--- config.mk ---
export PLATFORM = sky130hd
export DESIGN_NAME = swk_sequencer
export DESIGN_NICKNAME = d
export VERILOG_FILES = /design/src/include/swk_pkg.sv /design/src/hdl/swk_glitch_filter.sv /design/src/hdl/swk_sequencer.sv
export SDC_FILE = /design/constraint.sdc
export NUM_CORES = 1
export LEC_CHECK = 0
export BUFFER_PORTS_ARGS = -buffer_cell sky130_fd_sc_hd__buf_2
export CAP_MARGIN = 20
export CORE_ASPECT_RATIO = 1.1
export CORE_UTILIZATION = 40
export CTS_BUF_LIST = sky130_fd_sc_hd__clkbuf_4
export DETAILED_ROUTE_END_ITERATION = 7
export PLACE_DENSITY = 0.64
export RECOVER_POWER = 50
export SETUP_SLACK_MARGIN = 0.4
export SYNTH_ARGS = -nofsm -noshare
export SYNTH_HDL_FRONTEND = slang
export SYNTH_SLANG_ARGS = --single-unit
--- constraint.sdc ---
create_clock -name clk_sys -period 3.94 [get_ports clk_sys]
set_input_delay 0.788 -clock clk_sys [delete_from_list [all_inputs] [get_ports clk_sys]]
set_output_delay 0.788 -clock clk_sys [all_outputs]
set_load 0.03 [all_outputs]
--- src/include/swk_pkg.sv ---
// Purpose: Shared constants and types of the suspend/wake sequencer
// Assumes: 20 MHz system clock
// Notes:   Offsets are byte addresses on the plain register port
package swk_pkg;
  // ****************************************
  // Register port
  // ****************************************
  localparam int unsigned ADDR_W = 4;
  localparam int unsigned DATA_W = 32;
  localparam logic [ADDR_W-1:0] OFS_CTRL   = 4'h0;
  localparam logic [ADDR_W-1:0] OFS_COUNT  = 4'h4;
  localparam logic [ADDR_W-1:0] OFS_STATUS = 4'h8;

  typedef struct packed {
    logic [ADDR_W-1:0] addr;
    logic [DATA_W-1:0] wdata;
    logic              wr;
    logic              rd;
  } swk_bus_req_t;

  // ****************************************
  // Control register layout
  // ****************************************
  localparam int unsigned CTRL_SLEEP_EN = 0;
  localparam int unsigned CTRL_FILTER   = 1;
  localparam int unsigned CTRL_PUSHPULL = 2;
  localparam int unsigned CTRL_REINIT   = 3;
  localparam int unsigned CTRL_WCS      = 4;
  localparam int unsigned CTRL_SCS_LO   = 5;
  localparam int unsigned CTRL_PERSIST  = 7;
  localparam int unsigned CTRL_W        = 8;
  // Filter on, all else off, internal oscillator
  localparam logic [CTRL_W-1:0] CTRL_RST = 8'h02;

  typedef enum logic [1:0] {
    SCS_CCLK = 2'h0,
    SCS_TCK  = 2'h1,
    SCS_FAB  = 2'h2
  } swk_startup_clk_t;

  // ****************************************
  // Wake counts
  // ****************************************
  localparam int unsigned CNT_W        = 11;
  localparam int unsigned COUNT_UNL_LO = 16;
  localparam logic [CNT_W-1:0] CNT_MIN     = 11'h001;
  localparam logic [CNT_W-1:0] CNT_MAX     = 11'h400;
  localparam logic [CNT_W-1:0] RELEASE_RST = 11'h004;
  localparam logic [CNT_W-1:0] UNLOCK_RST  = 11'h005;

  // Status register layout
  localparam int unsigned ST_STATE_LO = 0;
  localparam int unsigned ST_WAKE_PIN = 3;
  localparam int unsigned ST_RELEASED = 4;
  localparam int unsigned ST_WRITE_EN = 5;
  localparam int unsigned ST_SLEEP    = 6;
  localparam int unsigned ST_CNT_LO   = 16;

  // ****************************************
  // Timing
  // ****************************************
  localparam longint unsigned CLK_HZ    = 20_000_000;
  localparam longint unsigned NS_PER_S  = 1_000_000_000;
  localparam longint unsigned T_LOCK_NS = 100;
  localparam longint unsigned T_INEN_NS = 200;
  localparam longint unsigned T_FILT_NS = 200;
  localparam int unsigned TMR_W = 4;
  // Least times round up
  localparam longint unsigned LOCK_CYC = (T_LOCK_NS * CLK_HZ + NS_PER_S - 1) / NS_PER_S;
  localparam longint unsigned INEN_CYC = (T_INEN_NS * CLK_HZ + NS_PER_S - 1) / NS_PER_S;
  localparam longint unsigned FILT_CYC = (T_FILT_NS * CLK_HZ + NS_PER_S - 1) / NS_PER_S;

  typedef enum logic [2:0] {
    ST_CFG    = 3'h0,
    ST_ACTIVE = 3'h1,
    ST_LOCK   = 3'h3,
    ST_SUSP   = 3'h2,
    ST_INEN   = 3'h6,
    ST_REINIT = 3'h7,
    ST_WAITW  = 3'h5,
    ST_COUNT  = 3'h4
  } swk_state_t;
endpackage

--- src/hdl/swk_glitch_filter.sv ---
// Purpose: Optional pulse filter on the synchronised sleep request
// Assumes: Input already synchronised to clk_sys
// Notes:   Bypass gives the raw level with no added delay
`timescale 1ns/1ps
module swk_glitch_filter #(
  parameter int unsigned LEN = 4
) (
  input  wire logic clk_sys,
  input  wire logic rst_n,
  input  wire logic ce,
  input  wire logic enable,
  input  wire logic din,
  output logic      dout
);
  import swk_pkg::*;

  localparam int unsigned CW = $clog2(LEN + 1);

  if (LEN < 1) begin : g_chk
    $error("swk_glitch_filter: LEN must be at least 1");
  end

  typedef struct packed {
    logic          level;
    logic [CW-1:0] run;
  } swk_filt_st_t;

  swk_filt_st_t q;
  swk_filt_st_t d;

  always_comb begin
    d = q;
    if (din == q.level) begin
      d.run = '0;
    end else if (q.run == CW'(LEN - 1)) begin
      // Level accepted only after it has stood LEN cycles
      d.level = din;
      d.run   = '0;
    end else begin
      d.run = q.run + 1'b1;
    end
  end

  always_ff @(posedge clk_sys or negedge rst_n) begin
    if (!rst_n) begin
      q <= '0;
    end else if (ce) begin
      q <= d;
    end
  end

  assign dout = enable ? q.level : din;
endmodule // swk_glitch_filter

--- src/hdl/swk_sequencer.sv ---
// Purpose: Suspend entry and timed wake-up of the logic device
// Assumes: Pins and foreign clocks sampled here on clk_sys
// Notes:   Wake clock sources are sampled and edge-detected into ticks here, never used as clocks
`timescale 1ns/1ps

module swk_sequencer #(
  parameter int unsigned FILT_LEN = int'(swk_pkg::FILT_CYC),
  parameter int unsigned LOCK_LEN = int'(swk_pkg::LOCK_CYC),
  parameter int unsigned INEN_LEN = int'(swk_pkg::INEN_CYC)
) (
  input  wire logic                 clk_sys,
  input  wire logic                 arst_n,
  input  wire logic                 ce,
  input  wire swk_pkg::swk_bus_req_t bus,
  output logic [swk_pkg::DATA_W-1:0] rdata,
  input  wire logic                 sleep_req_pin,
  input  wire logic                 cfg_done_pin,
  input  wire logic                 cclk_pin,
  input  wire logic                 tck_pin,
  input  wire logic                 fabric_clk,
  input  wire logic                 wake_pin_i,
  output logic                      wake_pin_o,
  output logic                      wake_pin_oe,
  input  wire logic                 user_wake_o,
  input  wire logic                 user_wake_oe,
  output logic                      user_wake_i,
  output logic                      osc_enable,
  output logic                      inputs_enabled,
  output logic                      outputs_released,
  output logic                      write_enable,
  output logic                      global_reinit
);
  import swk_pkg::*;

  // ****************************************
  // Elaboration checks
  // ****************************************
  if (LOCK_LEN < 1 || LOCK_LEN > (1 << TMR_W)) begin : g_chk_lock
    $error("swk_sequencer: LOCK_LEN out of range");
  end
  if (INEN_LEN < 1 || INEN_LEN > (1 << TMR_W)) begin : g_chk_inen
    $error("swk_sequencer: INEN_LEN out of range");
  end

  localparam logic [TMR_W-1:0] LOCK_LOAD = TMR_W'(LOCK_LEN - 1);
  localparam logic [TMR_W-1:0] INEN_LOAD = TMR_W'(INEN_LEN - 1);
  localparam int unsigned NSRC = 3;
  localparam int unsigned SRC_CCLK = 0;
  localparam int unsigned SRC_TCK  = 1;
  localparam int unsigned SRC_FAB  = 2;

  // ****************************************
  // Reset release
  // ****************************************
  logic [1:0] rst_sync_q;
  logic       rst_n;

  always_ff @(posedge clk_sys or negedge arst_n) begin
    if (!arst_n) begin
      rst_sync_q <= 2'h0;
    end else begin
      rst_sync_q <= {rst_sync_q[0], 1'b1};
    end
  end
  assign rst_n = rst_sync_q[1];

  // ****************************************
  // State
  // ****************************************
  typedef struct packed {
    logic [DATA_W-1:0] rdata;
    logic [CTRL_W-1:0] ctrl;
    logic [CNT_W-1:0]  rel_cnt;
    logic [CNT_W-1:0]  unl_cnt;
    logic [CNT_W-1:0]  wcnt;
    logic [TMR_W-1:0]  tmr;
    swk_state_t        st;
    logic [1:0]        sleep_s;
    logic [1:0]        done_s;
    logic [1:0]        wake_s;
    logic [NSRC-1:0]   src_s1;
    logic [NSRC-1:0]   src_s2;
    logic [NSRC-1:0]   src_prev;
    logic              awake;
    logic              osc;
    logic              inen;
    logic              released;
    logic              gwe;
    logic              gsr;
  } swk_seq_st_t;

  swk_seq_st_t q;
  swk_seq_st_t d;
  logic        sleep_f;

  swk_glitch_filter #(
    .LEN     (FILT_LEN)
  ) u_filter (
    .clk_sys (clk_sys),
    .rst_n   (rst_n),
    .ce      (ce),
    .enable  (q.ctrl[CTRL_FILTER]),
    .din     (q.sleep_s[1]),
    .dout    (sleep_f)
  );

  // Writes outside 1..1024 are pulled to the nearest legal count
  function automatic logic [CNT_W-1:0] clamp_count(input logic [15:0] v);
    if (v == 16'h0000) begin
      return CNT_MIN;
    end else if (v > 16'(CNT_MAX)) begin
      return CNT_MAX;
    end else begin
      return CNT_W'(v);
    end
  endfunction

  // Picks the wake clock tick; slave persist gates the config clock
  function automatic logic wake_tick(input logic [CTRL_W-1:0] c,
                                     input logic [NSRC-1:0] edges,
                                     input logic osc_run);
    logic use_startup;
    logic [1:0] scs;
    use_startup = c[CTRL_WCS];
    scs         = c[CTRL_SCS_LO +: 2];
    if (!use_startup) begin
      return osc_run;
    end
    unique case (scs)
      SCS_CCLK: return c[CTRL_PERSIST] ? edges[SRC_CCLK] : osc_run;
      SCS_TCK:  return edges[SRC_TCK];
      SCS_FAB:  return edges[SRC_FAB];
      default:  return osc_run;
    endcase
  endfunction

  logic            sleep_act;
  logic [NSRC-1:0] src_edge;
  logic            tick;

  // ****************************************
  // Next state
  // ****************************************
  always_comb begin
    d         = q;
    d.rdata   = '0;
    d.gsr     = 1'b0;
    d.sleep_s = {q.sleep_s[0], sleep_req_pin};
    d.done_s  = {q.done_s[0], cfg_done_pin};
    d.wake_s  = {q.wake_s[0], wake_pin_i};
    d.src_s1  = {fabric_clk, tck_pin, cclk_pin};
    d.src_s2  = q.src_s1;
    d.src_prev = q.src_s2;
    src_edge  = q.src_s2 & ~q.src_prev;
    tick      = wake_tick(q.ctrl, src_edge, q.osc);
    // Level, not edge: a request that flips during entry is not lost
    sleep_act = q.ctrl[CTRL_SLEEP_EN] & sleep_f;

    if (bus.wr) begin
      unique case (bus.addr)
        OFS_CTRL: d.ctrl = bus.wdata[CTRL_W-1:0];
        OFS_COUNT: begin
          d.rel_cnt = clamp_count(bus.wdata[15:0]);
          d.unl_cnt = clamp_count(bus.wdata[COUNT_UNL_LO +: 16]);
        end
        default: ;
      endcase
    end
    if (bus.rd) begin
      unique case (bus.addr)
        OFS_CTRL:  d.rdata[CTRL_W-1:0] = q.ctrl;
        OFS_COUNT: begin
          d.rdata[CNT_W-1:0]                = q.rel_cnt;
          d.rdata[COUNT_UNL_LO +: CNT_W]    = q.unl_cnt;
        end
        OFS_STATUS: begin
          d.rdata[ST_STATE_LO +: 3] = q.st;
          d.rdata[ST_WAKE_PIN]      = q.wake_s[1];
          d.rdata[ST_RELEASED]      = q.released;
          d.rdata[ST_WRITE_EN]      = q.gwe;
          d.rdata[ST_SLEEP]         = sleep_f;
          d.rdata[ST_CNT_LO +: CNT_W] = q.wcnt;
        end
        default: ;
      endcase
    end

    unique case (q.st)
      ST_CFG: begin
        if (q.done_s[1]) begin
          d.inen     = 1'b1;
          d.released = 1'b1;
          d.gwe      = 1'b1;
          if (sleep_act) begin
            // Config finished; suspend at once, wake never rises
            d.st  = ST_LOCK;
            d.tmr = LOCK_LOAD;
          end else begin
            d.st    = ST_ACTIVE;
            d.awake = 1'b1;
          end
        end
      end
      ST_ACTIVE: begin
        if (sleep_act) begin
          d.st  = ST_LOCK;
          d.tmr = LOCK_LOAD;
        end
      end
      ST_LOCK: begin
        if (q.tmr == '0) begin
          // Write lock, wake pin, inputs, outputs and oscillator all go down in the same cycle
          d.gwe      = 1'b0;
          d.awake    = 1'b0;
          d.inen     = 1'b0;
          d.released = 1'b0;
          d.osc      = 1'b0;
          d.wcnt     = '0;
          d.st       = ST_SUSP;
        end else begin
          d.tmr = q.tmr - 1'b1;
        end
      end
      ST_SUSP: begin
        if (!sleep_act) begin
          d.st  = ST_INEN;
          d.tmr = INEN_LOAD;
          d.osc = 1'b1;
        end
      end
      ST_INEN: begin
        if (q.tmr == '0) begin
          d.inen = 1'b1;
          if (q.ctrl[CTRL_REINIT]) begin
            d.st  = ST_REINIT;
            d.gsr = 1'b1;
          end else begin
            d.st = ST_WAITW;
          end
        end else begin
          d.tmr = q.tmr - 1'b1;
        end
      end
      ST_REINIT: begin
        // One-cycle reinit pulse is high in this state and ends with it; wake pin may rise in ST_WAITW
        d.st = ST_WAITW;
      end
      ST_WAITW: begin
        d.awake = 1'b1;
        if (q.wake_s[1]) begin
          d.st = ST_COUNT;
        end
      end
      ST_COUNT: begin
        if (q.wake_s[1]) begin
          if (tick && q.wcnt != CNT_MAX) begin
            d.wcnt = q.wcnt + 1'b1;
          end
          if (q.wcnt >= q.rel_cnt) begin
            d.released = 1'b1;
          end
          if (q.wcnt >= q.unl_cnt) begin
            d.gwe = 1'b1;
          end
          if (q.released && q.gwe) begin
            d.st = ST_ACTIVE;
          end
        end
      end
      default: d.st = ST_CFG;
    endcase

    // A new request during wake-up goes straight back to entry
    if (sleep_act && (q.st == ST_INEN || q.st == ST_REINIT ||
                      q.st == ST_WAITW || q.st == ST_COUNT)) begin
      d.st  = ST_LOCK;
      d.tmr = LOCK_LOAD;
    end
  end

  always_ff @(posedge clk_sys or negedge rst_n) begin
    if (!rst_n) begin
      q         <= '0;
      q.ctrl    <= CTRL_RST;
      q.rel_cnt <= RELEASE_RST;
      q.unl_cnt <= UNLOCK_RST;
      q.st      <= ST_CFG;
      q.osc     <= 1'b1;
    end else if (ce) begin
      q <= d;
    end
  end

  // ****************************************
  // Outputs
  // ****************************************
  always_comb begin
    if (q.ctrl[CTRL_SLEEP_EN]) begin
      if (q.ctrl[CTRL_PUSHPULL]) begin
        wake_pin_o  = q.awake;
        wake_pin_oe = 1'b1;
      end else begin
        // Open-drain: a pull-up outside must lift the line
        wake_pin_o  = 1'b0;
        wake_pin_oe = ~q.awake;
      end
    end else begin
      wake_pin_o  = user_wake_o;
      wake_pin_oe = user_wake_oe;
    end
  end

  assign user_wake_i = q.wake_s[1];
  assign rdata       = q.rdata;
  assign osc_enable  = q.osc;
  assign inputs_enabled = q.inen;
  // Only user pins are gated; test, done, reprogram pins never pass here
  assign outputs_released = q.released;
  assign write_enable  = q.gwe;
  assign global_reinit = q.gsr;
endmodule // swk_sequencer

==> results of run 1 <==
==> critical path, cell delays in order <==
cell and delay, ns:
clkbuf_1 1.07, nand2_1 0.65, a2111o_1 0.66, o22ai_1 0.19
==> cell usage in the layout (no fill, tap or decap), drive strengths merged, types with 6 or more instances in the layout <==
cell type	Yosys	layout
a21o	9	9
a21oi	12	12
a222oi	7	7
a22o	18	18
a22oi	14	14
a31oi	7	7
and3	8	8
buf	37	80
clkbuf	17	13
conb	2	11
dfrtp	92	92
ha	26	26
inv	57	59
mux2	23	23
nand2	33	33
nand2b	11	11
nand3	10	10
nand4	6	6
nor2	21	21
nor2b	6	6
nor3	9	9
nor4	9	9
o21ai	18	18
o22ai	25	25
o31ai	7	7
==> through the flow <==
stage               setup WS, ns  total power (uW)
finish                     0.969              2700
global route               0.798              2880
CTS                         1.53              2720
detailed placement          1.22              2210
global placement            1.22              2180
floorplan                   1.05              1960
==> final timing paths <==
kind	from	to	slack [ns]	depth (start not counted)
worst max register to register	rst_sync_q[1]	q[41]	1.40	1
worst min register to register	rst_sync_q[0]	rst_sync_q[1]	0.37	0
min in group clk_sys	rst_sync_q[0]	rst_sync_q[1]	0.37	0
worst min-delay path	arst_n	rst_sync_q[1]	0.05	1
max in group asynchronous	rst_sync_q[1]	q[41]	1.40	1
worst max-delay path	ce	rdata[0]	0.97	4
==> routing by layer <==
| layer | up-vias | GRT usage | wire (microns) |
|---|---|---|---|
| met5 | - | 0 | 0 |
| met4 | 0 | 0.112 | 544 |
| met3 | 37 | 0.0332 | 700 |
| met2 | 155 | 0.310 | 6200 |
| met1 | 2121 | 0.251 | 5610 |
| li1 | 2056 | - | - |
==> flip-flops by register name, summed over array words and instances (netlist names) <==
register	count
q	54
rdata	22
d	9
u_filter.q	4
rst_sync_q	2
global_reinit	1
inputs_enabled	1
osc_enable	1
outputs_released	1
user_wake_i	1
write_enable	1
==> layout make-up <==
type / instances / area (sq um) / share of cell area
Clock buffer: 9 / 67.6 / 0.0115
Clock inverter: 7 / 55.1 / 0.00935
Inverter: 57 / 214 / 0.0363
Multi-Input combinational cell: 345 / 2490 / 0.423
Sequential cell: 97 / 2430 / 0.413
Tap cell: 161 / 201 / 0.0342
Timing Repair Buffer: 84 / 428 / 0.0726
==> kinds of logic (layout without fill, tap and decap cells) <==
kind of cell             after synthesis  after routing  synth area share
other                                  2             11           0.00138
flip-flops                            97             97             0.448
multiplexers                          27             27            0.0551
AND/OR/NAND/NOR                      132            132             0.136
AO/OA/AOI/OAI                        145            145             0.194
XOR/XNOR                               4              4           0.00645
buffers and inverters                111            157            0.0995
adder cells (fa/ha/maj)               26             26            0.0599
==> power groups by stage <==
stage | Clock, uW | Combinational, uW | Sequential, uW
detailed placement | 0 | 845 | 1370
CTS | 522 | 851 | 1350
floorplan | 0 | 684 | 1280
finish | 503 | 847 | 1350
global route | 551 | 945 | 1380
global placement | 0 | 816 | 1360
==> metrics, run 1 <==
status complete, but fails checks; failing checks max-capacitance violations, max-slew violations; top-count cell post-synth dfrtp_1; Hold Worst Slack 0.0499 ns; port buffer count 78; Final Hold Viols 0; drt first pass iters 6; net count reported at finish 669; Post-synth top flop dfrtp_1; CTS Hold Bufs 0; fin crit share 0.754; hpwl dp 9580 microns; Rows 44; Reg power frac 0.500; number of max-cap violations 2; Final Max Slew Viols 96; wire per inst 17.2 microns; Yosys reg bits 97; Clock Power Share 0.186; switching part of the total 0.396; post-route ant nets 0; number of synthesized flops with an enable pin 0; number of fillers in the final layout 1,298; Synth top area share 0.424; CP arrival 3.37 ns; CTS Buffer Depth 2; final instance area 5890 sq um; Clock Latency Late Sink 0.49 ns; Overall Global Routing Usage 0.196; Setup TNS 0 ns; Crit. End Element register; top-level port count 89; Seq/Total Area, Yosys 0.448; clock slew seen by the registers of the worst setup and hold paths 0.16 ns; dpl cells 744; Vert. Die Dim 124 microns; DR DRC count 0; H-tree depth 3; final core occ 0.446; Mapped Cells 544; initial antenna violation count 0; vias in the first global route 4,302; Initial Utilization 0.411; pin count of the biggest net entering global routing 61; via/cell ratio 5.75; Yosys warnings 0; asr flop ratio synth 1.00; Critical Path RT 4.34 ns; CORE AREA 13,200 sq um; Worst Tran Pin Value 2.39 ns; min-delay worst type in2async; RSZ-0062 raised after global routing false; layout cells sized above 1 0.220; DR vias 4,369; CTS Buf Count 9; Final Non-Filler Cells 760; clk root buf clkbuf_4; crit start category input pin; fmax 337 MHz; synthesis-to-finish area growth 8.45%; internal power 1630 uW; Antenna Cells 0; CTS tree yes; mean post-synth cell area 9.98 sq um; dpl cell area 5790 sq um; Yosys top cell by area dfrtp_1; Tmin final 2.97 ns; first-pass GRT wire length 21,600 microns; Fin Clk Skew 0.0138 ns; Setup Viol. Count Final 0; Pwr per Cell Area 458 nW/um^2; Synth cell types 59; Logic pwr share 0.314; die area 14,000 sq um; total gr overflow 0; Peak VDD IR 310 uV; Static Leak 0.00266 uW; Routed Wire Length 13,100 microns; Post-CTS Setup Inserts 0; Synth Cell Area 5430 sq um; GPL Wtd Cong 0.855; most area-consuming cells after synthesis dfrtp_1, ha_1, mux2_2, buf_4, inv_1; relative slew slack -0.591; Sink Count 97; Post-synth top cells dfrtp_1, inv_1, nand2_1, buf_4, ha_1; initial drt markers 257; Chip Width 113 microns; WS Path Type in2reg; CP max FO 34; cts repair resizes 0; NetSw 1070 uW
Note: power is estimated with default switching activity, not from simulation.
==> inputs of run 2 (changes only) <==
clock period = 3 ns   (was 3.94 ns; I/O delays follow)
==> run 2 against run 1 <==
Net effect: design area rose by 1.0%; clock power rose by 28%; clock-buffer cell count rose by 1; routed wire length barely moved; the flow now finishes without violations; via count barely moved; combinational power rose by 33%.
==> metrics, run 2 (synthesis gave the netlist of run 1 again) <==
status completed; register with the most flip-flops q; Final Max Slew Viols 0 (-100%); wire per inst 17.0 microns (-0.90%); top-level port count 89 (unchanged); dpl cells 750 (+0.81%); clk root buf clkbuf_4; initial antenna violation count 0 (unchanged); CP arrival 2.84 ns (-0.53 ns); Static Leak 0.00269 uW (+1.2%); switching part of the total 0.392 (-0.00447); Critical-path top delay cell or4_1; Initial Utilization 0.411 (unchanged); crit start category register; RSZ-0062 raised after global routing false; Logic pwr share 0.319 (+0.005); WS Path Type reg2reg; initial drt markers 243 (-5.4%); Fin Clk Skew 0.0269 ns (+0.0132 ns); net count reported at finish 676 (+1.0%); GPL Wtd Cong 0.902 (+5.5%); port buffer count 78 (unchanged); relative slew slack 0.197 (+0.788); layout cells sized above 1 0.231 (+0.0107); Chip Width 113 microns (unchanged); dpl cell area 5830 sq um (+0.78%); DR vias 4,372 (+0.069%); Overall Global Routing Usage 0.199 (+0.00327); internal power 2160 uW (+33%); pin count of the biggest net entering global routing 59 (-3.3%); Clock Power Share 0.181 (-0.005); Largest register FFs 54 (unchanged); fmax 414 MHz; Pwr per Cell Area 597 nW/um^2 (+30%); commonest non-fill, non-tap cell in the layout dfrtp_1; FF-to-FF setup slack 0.59 ns (-0.81 ns); number of max-cap violations 0 (-2); total power 3550 uW (+32%); Final Non-Filler Cells 767 (+0.92%); Crit. End Element register; Tmin final 2.41 ns; fin crit share 0.805; worst path bufs/invs 1 (unchanged); NetSw 1390 uW (+30%); cts repair resizes 0 (unchanged); Final Hold Viols 0 (unchanged); Critical Path Max Stage Delay 0.52 ns (-0.55 ns); Setup Viol. Count Final 0 (unchanged); Crit path max-delay family simple AND/OR/NAND/NOR gates; post-route ant nets 0 (unchanged); clock slew seen by the registers of the worst setup and hold paths 0.17 ns (about the same); min-delay worst type in2reg; via/cell ratio 5.70 (-0.84%); H-tree depth 3 (unchanged); Worst Tran Pin Value 1.20 ns (-1.18 ns); CP max FO 6 (-82%); Antenna Cells 0 (unchanged); Rows 44 (unchanged); Critical Path RT 3.42 ns (-0.92 ns); most frequent cells in the layout dfrtp_1, buf_2, inv_1; first-pass GRT wire length 21,900 microns (+1.4%); CTS Buf Count 9 (unchanged); Setup TNS 0 ns (unchanged); hpwl dp 9790 microns (+2.3%); synthesis-to-finish area growth 9.54%; CTS Buffer Depth 2 (unchanged); worst path cell trace inv_1, ha_1, nor3b_4, o31ai_2, or3_1, or4_1, a21oi_1; Vert. Die Dim 124 microns (unchanged); DR DRC count 0 (unchanged); final instance area 5950 sq um (+1.0%); Clock Latency Late Sink 0.49 ns (about the same); Reg power frac 0.500 (about the same); Sink Count 97 (unchanged); CTS tree yes; Peak VDD IR 333 uV (+7.5%); drt first pass iters 6 (unchanged); CORE AREA 13,200 sq um (unchanged); vias in the first global route 4,306 (+0.093%); die area 14,000 sq um (unchanged); Routed Wire Length 13,100 microns (about the same); total gr overflow 0 (unchanged)
## run 2: cell types whose count changed in the layout (fill, tap and decap cells not counted), sizes merged
cell | previous run | this run
dlygate4sd3 | 0 | 1
buf | 80 | 86
clkbuf | 13 | 14
inv | 59 | 58
## run 2: power by group through the flow
stage               registers, uW  logic [uW]  clock network (uW)
global placement             1790        1100                   0
floorplan                    1680         898                   0
detailed placement           1800        1130                   0
finish                       1780        1130                 643
global route                 1820        1280                 724
CTS                          1770        1130                 666
## run 2: final timing paths
| check | from | endpoint | cells after the start |
|---|---|---|---|
| min in group asynchronous | rst_sync_q[1] | q[53] | 0 |
| worst max register to register | q[24] | q[37] | 7 |
| worst min-delay path | bus[22] | q[43] | 2 |
| worst max-delay path | q[24] | q[37] | 7 |
| max in group asynchronous | rst_sync_q[1] | q[49] | 1 |
| worst min register to register | rst_sync_q[0] | rst_sync_q[1] | 0 |
## run 2: layout make-up
| class | instances | area [sq um] |
|---|---|---|
| repair buffers | 91 | 480 |
| well taps | 161 | 201 |
| inverters | 57 | 214 |
| clock buffers | 10 | 75.1 |
| flip-flops and latches | 97 | 2440 |
| clock inverters | 6 | 43.8 |
| fillers | 1297 | 7260 |
| multi-input cells | 345 | 2500 |
## run 2: routing by layer
metal | global-route usage | wire, microns | up-vias
met5 | 0 | 0 | -
met4 | 0.0906 | 396 | 0
met3 | 0.0303 | 497 | 27
met2 | 0.316 | 6360 | 127
met1 | 0.266 | 5800 | 2162
li1 | - | - | 2056
## run 2: timing repair
item | CTS | global route
buffers inserted | 0 | 0
endpoints found under the hold margin | 2 | 0
hold buffers | 1 | 0
## run 2: per-stage QoR
step / setup WS [ns] / util / hold slack, ns
2_1_floorplan: 0.775 / - / 0.304
3_3_place_gp: 0.634 / 0.441 / 0.341
6_report: 0.585 / 0.450 / 0.333
4_1_cts: 0.593 / 0.451 / 0.310
5_1_grt: 0.440 / 0.450 / 0.311
3_5_place_dp: 0.581 / 0.441 / 0.337
## run 2: worst reg2reg max path, cell delays in order (launching register included)
cell	delay, ns
dfrtp_1	0.43
inv_1	0.07
ha_1	0.20
nor3b_4	0.35
o31ai_2	0.15
or3_1	0.50
or4_1	0.52
a21oi_1	0.15
